==> config.mk <==
export PLATFORM = sky130hd
export DESIGN_NAME = msi_pm_cap_regs
export DESIGN_NICKNAME = d
export VERILOG_FILES = /design/src/rtl/msi_pm_cap_pkg.sv /design/src/rtl/msi_pm_cap_regs.sv
export SDC_FILE = /design/constraint.sdc
export NUM_CORES = 1
export LEC_CHECK = 0
export BUFFER_PORTS_ARGS = -buffer_cell sky130_fd_sc_hd__clkbuf_2
export CAP_MARGIN = 15
export CORE_MARGIN = 10
export CORE_UTILIZATION = 52
export DETAILED_ROUTE_END_ITERATION = 7
export PLACE_DENSITY = 0.79
export RECOVER_POWER = 50
export SYNTH_ARGS = -nofsm -noshare
export SYNTH_HDL_FRONTEND = slang
export SYNTH_SLANG_ARGS = --single-unit
==> constraint.sdc <==
create_clock -name i_clock -period 2.4 [get_ports i_clock]
set_clock_uncertainty 0.05 [all_clocks]
set_input_delay 0.36 -clock i_clock [delete_from_list [all_inputs] [get_ports i_clock]]
set_output_delay 0.36 -clock i_clock [all_outputs]
set_load 0.005 [all_outputs]
==> src/rtl/msi_pm_cap_pkg.sv <==
// constants and carriers for the message interrupt and power management capability bank
// assumes a single clock domain and a 32-bit AHB-Lite register bus
package msi_pm_cap_pkg;
  // register indices; byte address is four times the index
  localparam logic [9:0] IDX_MSI_IDENT = 10'h05c;
  localparam logic [9:0] IDX_MSI_NEXT = 10'h05d;
  localparam logic [9:0] IDX_MSI_CONTROL = 10'h05e;
  localparam logic [9:0] IDX_MSI_ADDR_LO = 10'h060;
  localparam logic [9:0] IDX_MSI_ADDR_HI = 10'h064;
  localparam logic [9:0] IDX_MSI_PAYLOAD = 10'h068;
  localparam logic [9:0] IDX_PM_CAP = 10'h06c;
  localparam logic [9:0] IDX_IRQ_STATUS = 10'h080;
  localparam logic [9:0] IDX_IRQ_MASK = 10'h081;

  // fixed identifiers and pointers
  localparam logic [7:0] MSI_IDENT_VAL = 8'h05;
  localparam logic [7:0] MSI_NEXT_VAL = 8'h6c;
  localparam logic [15:0] MSI_CONTROL_RST = 16'h0080;
  localparam logic [4:0] WAKE_SUPPORT_VAL = 5'h19;
  localparam logic [2:0] PM_REVISION_VAL = 3'h2;
  localparam logic [7:0] PM_LINK_HP_ON = 8'h78;
  localparam logic [7:0] PM_LINK_HP_OFF = 8'hd8;
  localparam logic [7:0] PM_IDENT_VAL = 8'h01;

  // message control field positions
  localparam int CTL_WIDE_BIT = 7;
  localparam int CTL_MVE_LSB = 4;
  localparam int CTL_MVC_LSB = 1;
  localparam int CTL_EN_BIT = 0;
  localparam int SLOT_HP_ENABLE_BIT = 3;

  // interrupt status bits
  localparam int IRQ_W = 2;
  localparam int IRQ_MSG_SENT = 0;
  localparam int IRQ_WIRED_EVENT = 1;

  typedef struct packed {
    logic [63:0] addr;
    logic [31:0] data;
  } msi_write_t;

  typedef struct packed {
    logic write;
    logic [9:0] index;
  } bus_cmd_t;
endpackage

==> src/rtl/msi_pm_cap_regs.sv <==
// message interrupt and power management capability registers behind an AHB-Lite slave
// assumes i_msi_ack answers o_msi_req once per write; slot config is stable during use
//
// Behaviour
// - message capability identifier reads 05h
// - message next pointer reads 6Ch
// - wide address capable bit reads one
// - multi vector enable stored; one message only
// - multi vector capable reads zero
// - message enabled: no wired interrupt
// - message disabled: no message writes, wired instead
// - low address bits 31:2 stored, 1:0 zero
// - high address bits 31:2 stored, 1:0 zero
// - payload placed on low data word
// - wake support field reads 19h
// - state one and two support read zero
// - aux current field reads zero
// - device specific init bit reads zero
// - wake clock bit reads zero
// - revision field reads 02h
// - pm chain link 78h or D8h by slot
// - pm capability identifier reads 01h
//
// Decided for this implementation: register access over AHB-Lite.
`timescale 1ns/1ps
module msi_pm_cap_regs
  import msi_pm_cap_pkg::*;
#(
  parameter int HADDR_W = 32
) (
  input wire logic i_clock,
  input wire logic i_nrst,
  input wire logic i_hsel,
  input wire logic [HADDR_W-1:0] i_haddr,
  input wire logic [1:0] i_htrans,
  input wire logic i_hwrite,
  input wire logic [2:0] i_hsize,
  input wire logic [31:0] i_hwdata,
  input wire logic i_hready,
  output logic [31:0] o_hrdata,
  output logic o_hreadyout,
  output logic o_hresp,
  input wire logic [7:0] i_slot_config,
  input wire logic i_hp_event,
  input wire logic i_hp_pending,
  output logic o_wired_irq,
  output logic o_msi_req,
  output msi_write_t o_msi_write,
  input wire logic i_msi_ack,
  output logic o_irq
);

  // the hit test needs at least one address bit above the register map
  if (HADDR_W < 13) begin : g_width_check
    $error("address bus too narrow for the register map");
  end

  typedef enum logic [0:0] {SEQ_IDLE, SEQ_SEND} seq_state_t;

  function automatic logic hits(input logic [HADDR_W-1:0] addr, input logic [9:0] idx);
    hits = (addr[11:2] == idx) && (addr[HADDR_W-1:12] == '0);
  endfunction

  logic accept;
  logic [2:0] mve_q;
  logic msi_en_q;
  logic [29:0] addr_lo_q;
  logic [29:0] addr_hi_q;
  logic [15:0] payload_q;
  logic [IRQ_W-1:0] status_q;
  logic [IRQ_W-1:0] mask_q;
  logic [IRQ_W-1:0] status_set;
  logic [IRQ_W-1:0] status_clr;
  logic [IRQ_W-1:0] mask_next;
  bus_cmd_t cmd_q;
  logic wr_q;
  logic rd_q;
  logic [31:0] rdata_d;
  logic [15:0] control_val;
  logic [31:0] pm_val;
  logic again_q;
  seq_state_t seq_q;

  assign accept = i_hsel && i_htrans[1] && i_hready;

  // bus phases: writes complete without wait, reads take one wait state so a
  // read just after a write sees the written value
  always_ff @(posedge i_clock) begin
    if (!i_nrst) begin
      cmd_q <= '0;
      wr_q <= 1'b0;
      rd_q <= 1'b0;
    end else begin
      wr_q <= accept && i_hwrite;
      rd_q <= accept && !i_hwrite;
      if (accept) begin
        cmd_q <= '{write: i_hwrite, index: i_haddr[11:2]};
      end
    end
  end

  always_ff @(posedge i_clock) begin
    if (!i_nrst) begin
      o_hreadyout <= 1'b1;
      o_hresp <= 1'b0;
      o_hrdata <= 32'h0000_0000;
    end else begin
      o_hresp <= 1'b0;
      o_hreadyout <= !(accept && !i_hwrite);
      if (rd_q) begin
        o_hrdata <= rdata_d;
      end
    end
  end

  assign control_val = {8'h00, 1'b1, mve_q, 3'b000, msi_en_q};

  assign pm_val = {WAKE_SUPPORT_VAL,
                   1'b0, 1'b0,
                   3'b000,
                   1'b0,
                   1'b0,
                   1'b0,
                   PM_REVISION_VAL,
                   i_slot_config[SLOT_HP_ENABLE_BIT] ? PM_LINK_HP_ON : PM_LINK_HP_OFF,
                   PM_IDENT_VAL};

  always_comb begin
    rdata_d = 32'h0000_0000;
    unique case (cmd_q.index)
      IDX_MSI_IDENT: rdata_d = {24'h00_0000, MSI_IDENT_VAL};
      IDX_MSI_NEXT: rdata_d = {24'h00_0000, MSI_NEXT_VAL};
      IDX_MSI_CONTROL: rdata_d = {16'h0000, control_val};
      IDX_MSI_ADDR_LO: rdata_d = {addr_lo_q, 2'b00};
      IDX_MSI_ADDR_HI: rdata_d = {addr_hi_q, 2'b00};
      IDX_MSI_PAYLOAD: rdata_d = {16'h0000, payload_q};
      IDX_PM_CAP: rdata_d = pm_val;
      IDX_IRQ_STATUS: rdata_d = {{(32-IRQ_W){1'b0}}, status_q};
      IDX_IRQ_MASK: rdata_d = {{(32-IRQ_W){1'b0}}, mask_q};
      default: rdata_d = 32'h0000_0000;
    endcase
  end

  // software-owned message configuration
  always_ff @(posedge i_clock) begin
    if (!i_nrst) begin
      mve_q <= MSI_CONTROL_RST[CTL_MVE_LSB +: 3];
      msi_en_q <= MSI_CONTROL_RST[CTL_EN_BIT];
      addr_lo_q <= 30'h0000_0000;
      addr_hi_q <= 30'h0000_0000;
      payload_q <= 16'h0000;
      mask_q <= '0;
    end else if (wr_q) begin
      unique case (cmd_q.index)
        IDX_MSI_CONTROL: begin
          mve_q <= i_hwdata[CTL_MVE_LSB +: 3];
          msi_en_q <= i_hwdata[CTL_EN_BIT];
        end
        IDX_MSI_ADDR_LO: addr_lo_q <= i_hwdata[31:2];
        IDX_MSI_ADDR_HI: addr_hi_q <= i_hwdata[31:2];
        IDX_MSI_PAYLOAD: payload_q <= i_hwdata[15:0];
        IDX_IRQ_MASK: mask_q <= i_hwdata[IRQ_W-1:0];
        default: ;
      endcase
    end
  end

  // message sequencer: one write per event; an event during a write is
  // remembered once, so a burst of events may merge into one more message
  always_ff @(posedge i_clock) begin
    if (!i_nrst) begin
      seq_q <= SEQ_IDLE;
      again_q <= 1'b0;
      o_msi_req <= 1'b0;
      o_msi_write <= '0;
    end else if (!msi_en_q) begin
      seq_q <= SEQ_IDLE;
      again_q <= 1'b0;
      o_msi_req <= 1'b0;
    end else begin
      unique case (seq_q)
        SEQ_IDLE: begin
          if (i_hp_event || again_q) begin
            seq_q <= SEQ_SEND;
            again_q <= 1'b0;
            o_msi_req <= 1'b1;
            o_msi_write.addr <= {addr_hi_q, 2'b00, addr_lo_q, 2'b00};
            o_msi_write.data <= {16'h0000, payload_q};
          end
        end
        SEQ_SEND: begin
          if (i_hp_event) begin
            again_q <= 1'b1;
          end
          if (i_msi_ack) begin
            seq_q <= SEQ_IDLE;
            o_msi_req <= 1'b0;
          end
        end
      endcase
    end
  end

  // wired line only serves while message signaling is off
  always_ff @(posedge i_clock) begin
    if (!i_nrst) begin
      o_wired_irq <= 1'b0;
    end else begin
      o_wired_irq <= i_hp_pending && !msi_en_q;
    end
  end

  always_comb begin
    status_set = '0;
    status_set[IRQ_MSG_SENT] = o_msi_req && i_msi_ack;
    status_set[IRQ_WIRED_EVENT] = i_hp_event && !msi_en_q;
    status_clr = (wr_q && cmd_q.index == IDX_IRQ_STATUS) ? i_hwdata[IRQ_W-1:0] : '0;
    // mask write acts on the level at the same edge that stores it
    mask_next = (wr_q && cmd_q.index == IDX_IRQ_MASK) ? i_hwdata[IRQ_W-1:0] : mask_q;
  end

  // set beats a simultaneous write-one-to-clear
  always_ff @(posedge i_clock) begin
    if (!i_nrst) begin
      status_q <= '0;
      o_irq <= 1'b0;
    end else begin
      status_q <= (status_q & ~status_clr) | status_set;
      o_irq <= |(((status_q & ~status_clr) | status_set) & mask_next);
    end
  end
endmodule

# After elaboration in Yosys (flattened, before gate mapping)
# Cells that the tools add are included.
[word_totals]
ff_bits = 210
latchBits = 0
ram_bits = 0
mem_bits_ro = 0
input_bits = 85
wordCells = 72
mem_count = 0
[classes]
addsub = 0
n_mul = 0
div_mod_pow = 0
order_cmp = 0
eq_ne = 12
shift = 0
muxes = 13
bitwise_logic = 5
reduce_logical = 23
[ops]
columns = ["op", "n"]
rows = [
  ["$pmux 32 s9", 1],
  ["$eq 10x7->1 const B", 7],
  ["$eq 10x8->1 const B", 2],
  ["$reduce_and 2->1", 8],
  ["$logic_and 1x1->1", 9],
  ["$mux 8", 1],
  ["$mux 1", 6],
  ["$ne 2x2->1 const B", 3],
  ["$pmux 1 s2", 3],
  ["$and 2x2->2", 2],
  ["$mux 2", 2],
  ["$logic_not 1->1", 3],
  ["$reduce_and 3->1", 1],
  ["$not 2->2", 1],
  ["$or 2x2->2", 1],
  ["$reduce_or 2->1", 1],
  ["$logic_or 1x1->1", 1],
  ["$not 1->1", 1],
]

# Depth between registers and ports, before layout
# Gate-level depths: netlist of the first run.
[depth]
word_depth = 8
depth_mapped = 8

# Worst setup path before layout of the first run
# No wires, ideal clock.
[synth_path]
kind = "flip-flop to flip-flop"
start = "register cmd_q[0] in the netlist's numbering"
end = "register addr_hi_q[29]"
setup_ns = 0.132
t_arrival_ns = 1.668
t_required_ns = 2.218
setup_slack_ns = 0.550
stages_incl_launch_ff = 8
n_path_buf = 2
period_less_slack_ns = 1.850
path_cell_list = "dfxtp_1 buf_6 or4_4 nor3_4 nand2_1 clkbuf_1 nand2_1 a21oi_1"
[synth_via]
elab_chain_cells = 2
[synth_rtl]
columns = ["item", "line_no", "source"]
rows = [
  ["from (decl)", "msi_pm_cap_regs.sv:75", "bus_cmd_t cmd_q;"],
  ["from (signal assigned)", "msi_pm_cap_regs.sv:97", "cmd_q <= '{write: i_hwrite, index: i_haddr[11:2]};"],
  ["$eq 10x7->1", "msi_pm_cap_regs.sv:154", "unique case (cmd_q.index)"],
  ["$reduce_and 2->1 (no source line)", "-", ""],
  ["to (signal assigned)", "msi_pm_cap_regs.sv:160", "IDX_MSI_ADDR_HI: addr_hi_q <= i_hwdata[31:2];"],
  ["to (decl)", "msi_pm_cap_regs.sv:68", "logic [29:0] addr_hi_q;"],
]
# Every way passes these cells.
# A chain may end at the register's enable or synchronous reset.

# Final worst setup path of the first run
[layout_path]
start = "register cmd_q[0] in the netlist's numbering"
end = "register addr_hi_q[4]"
# Same word-level chain as after synthesis.

==> results of run 1 <==
-- sequential cells by signal (all words and copies together) (netlist names) --
signal,flops
mve_q,3
o_msi_req,1
msi_en_q,1
rd_q,1
payload_q,16
o_wired_irq,1
status_q,2
again_q,1
o_hrdata,32
o_msi_write,76
addr_hi_q,30
o_hreadyout,1
addr_lo_q,30
o_irq,1
cmd_q,10
mask_q,2
wr_q,1
seq_q,1
-- path summary, 6_finish.rpt --
| path | end | slack [ps] |
|---|---|---|
| setup / recovery | addr_hi_q[4]$_SDFFE_PN0P_ | 230 |
| setup reg to reg | addr_hi_q[4]$_SDFFE_PN0P_ | 230 |
| hold / removal | o_wired_irq$_SDFF_PN0_ | 10 |
| hold reg to reg | o_hrdata[30]$_SDFFE_PN0P_ | 400 |
-- cell families (layout without fill, tap and decap cells) --
family                 count (synthesis)  count (layout)  share of synthesized area, %
AND/OR/NAND/NOR                      432             432                          22.2
AO/OA/AOI/OAI                        253             253                          17.0
flip-flops                           210             210                          51.3
buffers and inverters                103             235                          6.43
multiplexers                          21              21                          2.92
other                                  1              21                        0.0458
-- cells in the mapped netlist, types with 2 or more instances --
library cell / n / share of area, %
and3_1: 2 / 0.15
buf_6: 7 / 0.96
nand2b_1: 3 / 0.23
a21o_1: 3 / 0.27
and2_4: 2 / 0.21
inv_1: 9 / 0.41
a31oi_1: 2 / 0.15
nor3_2: 2 / 0.24
o41ai_1: 4 / 0.43
nand3_1: 8 / 0.49
nor2_1: 30 / 1.4
clkbuf_1: 54 / 2.5
o22ai_1: 4 / 0.31
mux4_2: 2 / 0.55
nor3_1: 6 / 0.37
buf_1: 5 / 0.23
a22oi_1: 2 / 0.18
o21a_1: 4 / 0.37
or3_1: 6 / 0.46
o21ai_0: 29 / 1.8
nand2_1: 351 / 16
a221oi_1: 17 / 1.8
mux2i_1: 16 / 2.0
mux2_2: 3 / 0.41
nor3b_1: 5 / 0.46
dfxtp_1: 210 / 51
buf_2: 7 / 0.43
buf_4: 21 / 1.9
and2_1: 2 / 0.15
a21oi_1: 181 / 11
nor2b_1: 4 / 0.31
-- per-layer routing --
| metal | up-vias | GRT usage, % | routed length, um |
|---|---|---|---|
| met5 | - | 0 | 0 |
| met4 | 0 | 7.89 | 838 |
| met3 | 51 | 4.81 | 1860 |
| met2 | 305 | 36.5 | 11900 |
| met1 | 3557 | 25.6 | 9660 |
| li1 | 3648 | - | - |
-- metrics by stage --
step / hold WS [ps] / cell area, um2 / worst slack [ps] / total power (uW) / util, %
global placement: 381 / 9080 / 336 / 3810 / 59.3
detailed placement: 385 / 9080 / 258 / 3810 / 59.3
finish: 12.9 / 9680 / 231 / 7320 / 63.2
global route: 15.7 / 9680 / 111 / 7520 / 63.2
CTS: 1.95 / 9860 / 232 / 7350 / 64.4
floorplan: 392 / 8270 / 550 / 3730 / -
-- critical path, stage by stage (launching register included) --
cell and delay, ps:
dfxtp_1 430, or4_4 610, nor3_4 290, and2_4 450, nand2_1 140, a21oi_1 130
-- power by group --
part	switching [uW]	internal, uW	leakage [uW]
clock network	1370	2210	0.000386
logic	152	74.4	0.00132
registers	13.9	3500	0.00169
-- area by class of cell --
cell class                 count  area (um2)  area share [%]
clock buffer                  35         701            7.24
clock inverter                 5        75.1           0.775
inverter                       9        33.8           0.349
multi-input combinational    727        3530            36.4
sequential                   210        4200            43.4
tap                          211         264            2.73
timing repair buffer         186         877            9.06
==> reports/qor.csv, run 1 <==
stage,metric,value,unit
outcome,status,"complete, but fails checks",
outcome,failing checks,capacitance limit,
grt,vias in the first global route,7126,
cts,"Clk Latency, worst-skew pair",500,ps
yosys,Mapped Area,8190,um2
yosys,"FF+latch count, synth",210,
timing,setup TNS,0,ps
setup_path,reg-to-reg startpoint,cmd_q[0]$_SDFFE_PN0P_,
setup_path,Critical Path Start,cmd_q[0]$_SDFFE_PN0P_,
yosys,"Distinct cells, synth",50,
detailed_routing,Vias per Instance,5.47,
detailed_routing,first drt pass iteration count,5,
setup_path,Critical Path RT,2780,ps
final_layout,Nets,1241,
timing,slew at the pin with the worst max-slew slack,1490,ps
grt,first-pass GRT wire length,38000,um
yosys,ys async rst share,0,%
cts,CTS tree,done,
cts,total CTS buffers,22,
floorplanning,die height,146,um
cts,clk sink count,210,
timing,Tmin final,2170,ps
timing,Hold Fails Final Rpt,0,
cts,H-tree depth,1,
detailed_routing,DRT iter0 DRCs,566,
floorplanning,FP Rows,45,
pwr,Max IR drop VDD,0.000567,V
timing,Setup-failing EPs final,0,
grt,total congestion overflow,0,
pwr,static leakage,0.00340,uW
detailed_routing,via count,7561,
setup_path,Setup CP Type,reg2reg,
grt,antenna violations before repair,0,
floorplanning,Starting Density,53.5,%
setup_path,CP Launch Type,register,
worst_hold_path,hold crit path type,in2reg,
grt,GRT Total Usage,21.3,%
cts,Post-CTS Resized,0,
final_layout,most frequent cells in the layout,"nand2_1, dfxtp_1, a21oi_1, clkbuf_1, clkbuf_2",
detailed_routing,Routed WL per cell,17.6,um
grt,largest net degree at the start of global routing,77,
timing,period utilization,90.4,%
yosys,synthesized area per cell,8.03,um2
yosys,post-synthesis cell count,1020,
floorplanning,DIE WIDTH,146,um
yosys,register area share after synthesis,51.3,%
final_layout,filler cell count,1402,
detailed_routing,DRT antenna net count,0,
yosys,number of flops mapped to enable cells by yosys,0,
timing,fmax,461,MHz
detailed_routing,final WL,24300,um
setup_path,CP Capture Type,register,
placed_design,DPL Wire Length,16700,um
floorplanning,IO Pins,218,
setup_path,worst-case reg-to-reg path depth,5,
timing,RSZ-0062 raised after global routing,false,
final_layout,area delta synth->final,18.2,%
pwr,PwrDens,756,nW/um2
floorplanning,core region area,15300,um2
final_layout,fin cells,1383,
timing,Rel. slew slack,0.575,%
worst_hold_path,hold path cells,3,
cts,CTS Hold Bufs,0,
setup_path,crit path DAT,2550,ps
yosys,Synthesis Warnings,0,
detailed_routing,drt drc,0,
cts,"CTS clk-pin slew, worst paths",60,ps
floorplanning,die area,21200,um2
cts,Post-CTS Repair Setup Buffers,0,
worst_hold_path,HP Start,i_hp_pending,
cts,CTS root buffer,clkbuf_16,
placed_design,GP Congestion,0.873,
setup_path,"Max FO, Critical Path",30,
run,max cap viols,1,
final_layout,"most common cell after layout, fill and taps aside",nand2_1,
placed_design,Placed Cells,1343,
cts,Max clock buf depth,3,
placed_design,I/O Buffers,163,
timing,Slew Limit Fails,0,
yosys,Synth Flop Type,dfxtp_1,
final_layout,# diodes,0,
final_layout,layout cell share with drive strength beyond 1,10.8,%
Power figures use the tool's default switching activity.
==> inputs of run 2 (changes only) <==
- CORE_UTILIZATION: 52 -> 55
- PLACE_DENSITY: 0.79 -> 0.83
- clock period: 2.4 -> 2.6 ns (I/O delays scaled with it)
==> run 2 against run 1 <==
The flow now finishes without violations. Power shrank 6.7%. Sequential cell count is the same. Clock-buffer cell count shrank 6. Critical path depth is the same. Non-clock buffer count shrank 2. First-iteration DRC count grew 29%. Fmax shrank 5.8%. Utilization grew 3.1 points. Sequential share of layout area is essentially flat. Clock power shrank 5.9%. Global-route usage grew 1.2 points. Critical path type unchanged. Critical endpoint is now o_msi_write[87]$_SDFFE_PN0P_.
==> reports/qor.csv, run 2 (synthesis results as in run 1) <==
stage,metric,value,unit,change
cts,CTS tree,done,,unchanged
setup_path,"Max FO, Critical Path",76,,was 30
cts,Max clock buf depth,3,,unchanged
pwr,static leakage,0.00345,uW,was 0.00340 uW
floorplanning,IO Pins,218,,unchanged
final_layout,area of the multi-input gates,3540,um2,was 3530 um2
cts,Post-CTS Repair Setup Buffers,0,,unchanged
detailed_routing,DRT antenna net count,0,,unchanged
final_layout,# diodes,0,,unchanged
setup_path,CP Capture Type,register,,unchanged
floorplanning,core region area,14600,um2,was 15300 um2
timing,Tmin final,2300,ps,was 2170 ps
detailed_routing,drt drc,0,,unchanged
setup_path,crit path DAT,2680,ps,was 2550 ps
cts,"Clk Latency, worst-skew pair",500,ps,about the same
grt,vias in the first global route,7174,,was 7126
setup_path,Setup CP Type,reg2reg,,unchanged
cts,total CTS buffers,22,,unchanged
timing,RSZ-0062 raised after global routing,false,,unchanged
timing,Rel. slew slack,5.49,%,was 0.575%
timing,setup TNS,0,ps,unchanged
final_layout,Regs by FF count,"o_msi_write (76), o_hrdata (32)",,unchanged
setup_path,cell breakdown of the critical path,nor2_1 > or3b_2 > buf_2 > nand2_1 > a21oi_1,,was or4_4 > nor3_4 > and2_4 > nand2_1 > a21oi_1
detailed_routing,first drt pass iteration count,6,,was 5
run,max cap viols,0,,was 1
grt,M3 GR Usage,5.44,%,was 4.81%
setup_path,worst-case reg-to-reg path depth,5,,unchanged
detailed_routing,Vias per Instance,5.63,,was 5.47
floorplanning,Starting Density,56.1,%,was 53.5%
placed_design,GP Congestion,0.885,,was 0.873
final_layout,filler cell count,1253,,was 1402
final_layout,most frequent cells in the layout,"nand2_1, dfxtp_1, a21oi_1, clkbuf_1, clkbuf_2",,unchanged
setup_path,Critical Path RT,2980,ps,was 2780 ps
final_layout,layout cell share with drive strength beyond 1,12.2,%,was 10.8%
timing,Setup-failing EPs final,0,,unchanged
cts,CTS Hold Bufs,0,,unchanged
worst_hold_path,hold path cells,3,,unchanged
timing,fmax,434,MHz,was 461 MHz
floorplanning,FP Rows,44,,was 45
pwr,Max IR drop VDD,0.000437,V,was 0.000567 V
timing,slew at the pin with the worst max-slew slack,1420,ps,was 1490 ps
grt,first-pass GRT wire length,37500,um,was 38000 um
pwr,PwrDens,706,nW/um2,was 756 nW/um2
final_layout,"most common cell after layout, fill and taps aside",nand2_1,,unchanged
final_layout,largest register by flop count,o_msi_write,,unchanged
worst_hold_path,hold crit path type,in2reg,,unchanged
placed_design,DP Area,9020,um2,was 9080 um2
timing,period utilization,88.6,%,was 90.4%
detailed_routing,final WL,24500,um,was 24300 um
grt,GRT Total Usage,22.6,%,was 21.3%
placed_design,I/O Buffers,163,,unchanged
timing,Hold Fails Final Rpt,0,,unchanged
setup_path,Crit-path slowest cell,buf_2,,was or4_4
cts,clk sink count,210,,unchanged
grt,total congestion overflow,0,,unchanged
final_layout,Largest register FFs,76,,unchanged
cts,Post-CTS Resized,0,,unchanged
cts,H-tree depth,1,,unchanged
grt,GRT met1 Usage,25.8,%,was 25.6%
timing,Slew Limit Fails,0,,unchanged
detailed_routing,Routed WL per cell,18.1,um,was 17.6 um
floorplanning,DIE WIDTH,142,um,was 146 um
floorplanning,die height,142,um,was 146 um
setup_path,CP Launch Type,register,,unchanged
detailed_routing,via count,7628,,was 7561
grt,most used routing layer,met2,,unchanged
cts,"CTS clk-pin slew, worst paths",60,ps,about the same
final_layout,Reg area,4200,um2,unchanged
setup_path,Crit path largest cell delay,970,ps,was 610 ps
cts,CTS root buffer,clkbuf_16,,unchanged
final_layout,area delta synth->final,18.2,%,about the same
final_layout,Nets,1239,,was 1241
final_layout,Final Cell Area,9680,um2,about the same
detailed_routing,DRT iter0 DRCs,730,,was 566
floorplanning,die area,20200,um2,was 21200 um2
placed_design,DPL Wire Length,16500,um,was 16700 um
outcome,status,finished clean,,"was complete, but fails checks"
grt,largest net degree at the start of global routing,77,,unchanged
grt,GR Util met2,39.4,%,was 36.5%
grt,antenna violations before repair,1,,was 0
## run 2: cell type report
class / count / area share, %
clock buffers: 29 / 6.49
clock inverters: 11 / 1.60
inverters: 9 / 0.375
multi-input cells: 727 / 36.6
flip-flops and latches: 210 / 43.4
well taps: 184 / 2.38
repair buffers: 184 / 9.14
## run 2: final timing paths
kind              slack (ps)                      endpoint                         start
hold reg to reg          400  o_msi_write[93]$_SDFFE_PN0P_  o_msi_write[93]$_SDFFE_PN0P_
hold / removal            30        o_wired_irq$_SDFF_PN0_                  i_hp_pending
setup / recovery         300  o_msi_write[87]$_SDFFE_PN0P_          again_q$_SDFFE_PN0P_
setup reg to reg         300  o_msi_write[87]$_SDFFE_PN0P_          again_q$_SDFFE_PN0P_
## run 2: critical path: cells and delay by family (launching register included)
family	cells	cell delay, ps
DFF	1	320
buffers and inverters	1	970
and+or+nand+nor	3	530
AOI/OAI and AO/OA	1	230
## run 2: power breakdown
part | total, uW | internal, uW | switching, uW
Combinational | 212 | 71.3 | 141
Sequential | 3250 | 3230 | 14.9
Clock | 3370 | 2100 | 1280
## run 2: per-layer routing
layer  vias up  wire [um]
li1       3627          -
met1      3560       9000
met2       363      12100
met3        76       2310
met4         2        982
met5         -         13
## run 2: per-stage QoR
step / hold slack, ps / utilization [%] / setup slack (ps) / total power (uW) / instances
4_1_cts: 29.0 / 67.2 / 367 / 6840 / 1354
3_3_place_gp: 381 / 61.8 / 453 / 3520 / 1314
5_1_grt: 56.7 / 66.3 / 156 / 6990 / 1354
2_1_floorplan: 392 / - / 750 / 3450 / 1040
6_report: 34.8 / 66.3 / 297 / 6830 / 1354
3_5_place_dp: 385 / 61.8 / 386 / 3520 / 1314
==> inputs of run 3 (changes only) <==
- CORE_UTILIZATION: 55 -> 52
- CTS_CLUSTER_DIAMETER: not set -> 80
- PLACE_DENSITY: 0.83 -> 0.79
- clock period: 2.6 -> 2.3 ns (I/O delays scaled with it)
==> run 3 against run 2 <==
Wire length fell by 0.60%. Fmax is 11% higher. Clock power rose by 6.8%. Critical path type unchanged. Sequential cell count unchanged. First-iteration DRC count decreased by 23%. Final area up 0.22%.
==> reports/qor.csv, run 3 (synthesis results as in run 1) <==
stage,metric,value,unit,change
setup_path,crit path DAT,2460,ps,was 2680 ps
floorplanning,die height,146,um,was 142 um
cts,"Clk Latency, worst-skew pair",500,ps,about the same
final_layout,layout cell share with drive strength beyond 1,11.1,%,was 12.2%
final_layout,Regs by FF count,"o_msi_write (76), o_hrdata (32)",,unchanged
cts,CTS root buffer,clkbuf_16,,unchanged
cts,"CTS clk-pin slew, worst paths",60,ps,about the same
setup_path,Buf/Inv on CP,2,,was 1
detailed_routing,first drt pass iteration count,5,,was 6
detailed_routing,Vias per Instance,5.45,,was 5.63
detailed_routing,final WL,24300,um,was 24500 um
grt,largest net degree at the start of global routing,77,,unchanged
final_layout,Largest register FFs,76,,unchanged
timing,fmax,482,MHz,was 434 MHz
detailed_routing,drt drc,0,,unchanged
cts,CTS tree,done,,unchanged
cts,Max clock buf depth,3,,unchanged
pwr,static leakage,0.00340,uW,was 0.00345 uW
final_layout,Nets,1245,,was 1239
pwr,Max IR drop VDD,0.000615,V,was 0.000437 V
grt,first-pass GRT wire length,38500,um,was 37500 um
setup_path,Crit-path slowest cell,clkbuf_4,,was buf_2
final_layout,fin cells,1387,,was 1354
placed_design,DP Area,9120,um2,was 9020 um2
final_layout,area delta synth->final,18.4,%,was 18.2%
floorplanning,die area,21200,um2,was 20200 um2
final_layout,filler cell count,1415,,was 1253
cts,Post-CTS Resized,0,,unchanged
timing,Rel. slew slack,40.1,%,was 5.49%
worst_hold_path,hold crit path type,in2reg,,unchanged
timing,slew at the pin with the worst max-slew slack,899,ps,was 1420 ps
setup_path,Setup CP Type,reg2reg,,unchanged
detailed_routing,via count,7554,,was 7628
grt,vias in the first global route,7339,,was 7174
setup_path,cell breakdown of the critical path,clkbuf_1 > nor3b_1 > clkbuf_4 > nand2_1 > a21oi_1,,was nor2_1 > or3b_2 > buf_2 > nand2_1 > a21oi_1
grt,antenna violations before repair,1,,unchanged
setup_path,"Max FO, Critical Path",76,,unchanged
timing,Slew Limit Fails,0,,unchanged
placed_design,Placed Cells,1346,,was 1314
pwr,total chip power,7510,uW,was 6830 uW
setup_path,Critical Path RT,2680,ps,was 2980 ps
detailed_routing,DRT antenna net count,0,,unchanged
cts,clk sink count,210,,unchanged
outcome,status,finished clean,,unchanged
floorplanning,IO Pins,218,,unchanged
timing,period utilization,90.3,%,was 88.6%
final_layout,most frequent cells in the layout,"nand2_1, dfxtp_1, a21oi_1, clkbuf_1, clkbuf_2",,unchanged
cts,H-tree depth,1,,unchanged
timing,Tmin final,2080,ps,was 2300 ps
setup_path,Crit path largest cell delay,750,ps,was 970 ps
floorplanning,Starting Density,53.5,%,was 56.1%
final_layout,# diodes,0,,unchanged
placed_design,I/O Buffers,163,,unchanged
floorplanning,FP Rows,45,,was 44
setup_path,CP Launch Type,register,,unchanged
timing,Hold Fails Final Rpt,0,,unchanged
final_layout,Final Core Density,63.3,%,was 66.3%
detailed_routing,DRT iter0 DRCs,565,,was 730
setup_path,CP Capture Type,register,,unchanged
floorplanning,DIE WIDTH,146,um,was 142 um
pwr,PwrDens,774,nW/um2,was 706 nW/um2
timing,setup TNS,0,ps,unchanged
detailed_routing,Routed WL per cell,17.5,um,was 18.1 um
final_layout,"most common cell after layout, fill and taps aside",nand2_1,,unchanged
run,max cap viols,0,,unchanged
cts,total CTS buffers,22,,unchanged
final_layout,largest register by flop count,o_msi_write,,unchanged
timing,RSZ-0062 raised after global routing,false,,unchanged
timing,Setup-failing EPs final,0,,unchanged
grt,total congestion overflow,0,,unchanged
floorplanning,core region area,15300,um2,was 14600 um2
final_layout,Final Cell Area,9700,um2,was 9680 um2
setup_path,critical path's top delay family,buffers and inverters,,unchanged
placed_design,DPL Wire Length,17000,um,was 16500 um
placed_design,GP Congestion,0.869,,was 0.885
grt,GRT Total Usage,21.7,%,was 22.6%
==> run 3: repair_timing <==
action | in CTS | in global routing
hold buffers | 1 | 0
hold endpoints to repair | 1 | 0
setup endpoints to repair | 0 | 0
buffers inserted | 0 | 0
==> run 3: layer usage <==
layer	up-vias	share of wire [%]	GRT usage [%]
li1	3644	-	-
met1	3532	39	25.4
met2	315	49	37.7
met3	61	8.0	5.25
met4	2	3.5	7.94
met5	-	0.041	0
==> run 3: path summary, 6_finish.rpt <==
check                                             startpoint                      endpoint  slack (ps)  cells past startpoint
worst max-delay path                   msi_en_q$_SDFFE_PN0P_   o_msi_write[4]$_SDFFE_PN0P_         220                      5
worst min-delay path                              i_haddr[9]         cmd_q[7]$_SDFFE_PN0P_          10                      3
worst max register to register         msi_en_q$_SDFFE_PN0P_   o_msi_write[4]$_SDFFE_PN0P_         220                      5
worst min register to register  o_msi_write[78]$_SDFFE_PN0P_  o_msi_write[78]$_SDFFE_PN0P_         400                      2
==> run 3: area by class of cell <==
type | instances | area, um2 | share of cell area [%]
clock buffer | 33 | 653 | 6.73
clock inverter | 7 | 85.1 | 0.877
inverter | 9 | 36.3 | 0.374
multi-input combinational | 727 | 3530 | 36.4
sequential | 210 | 4200 | 43.3
tap | 211 | 264 | 2.72
timing repair buffer | 190 | 922 | 9.51
==> run 3: power by group <==
part | total, uW | leakage [uW] | internal (uW) | switching (uW)
clock | 3600 | 0.000367 | 2180 | 1410
combinational | 247 | 0.00134 | 85.1 | 162
sequential | 3670 | 0.00169 | 3650 | 13.8
total | 7510 | 0.00340 | 5920 | 1590
==> run 3: worst register-to-register path, stage by stage, from the launching register on <==
cell      delay (ps)
dfxtp_1          320
clkbuf_1         240
nor3b_1          210
clkbuf_4         750
nand2_1          280
a21oi_1          170
==> run 3: per-stage QoR <==
stage / setup slack [ps] / hold slack, ps
after floorplan: 450 / 392
after global placement: 310 / 383
after detailed placement: 271 / 397
after CTS: 250 / 3.77
after global routing: 73.6 / 8.69
final: 223 / 12.0
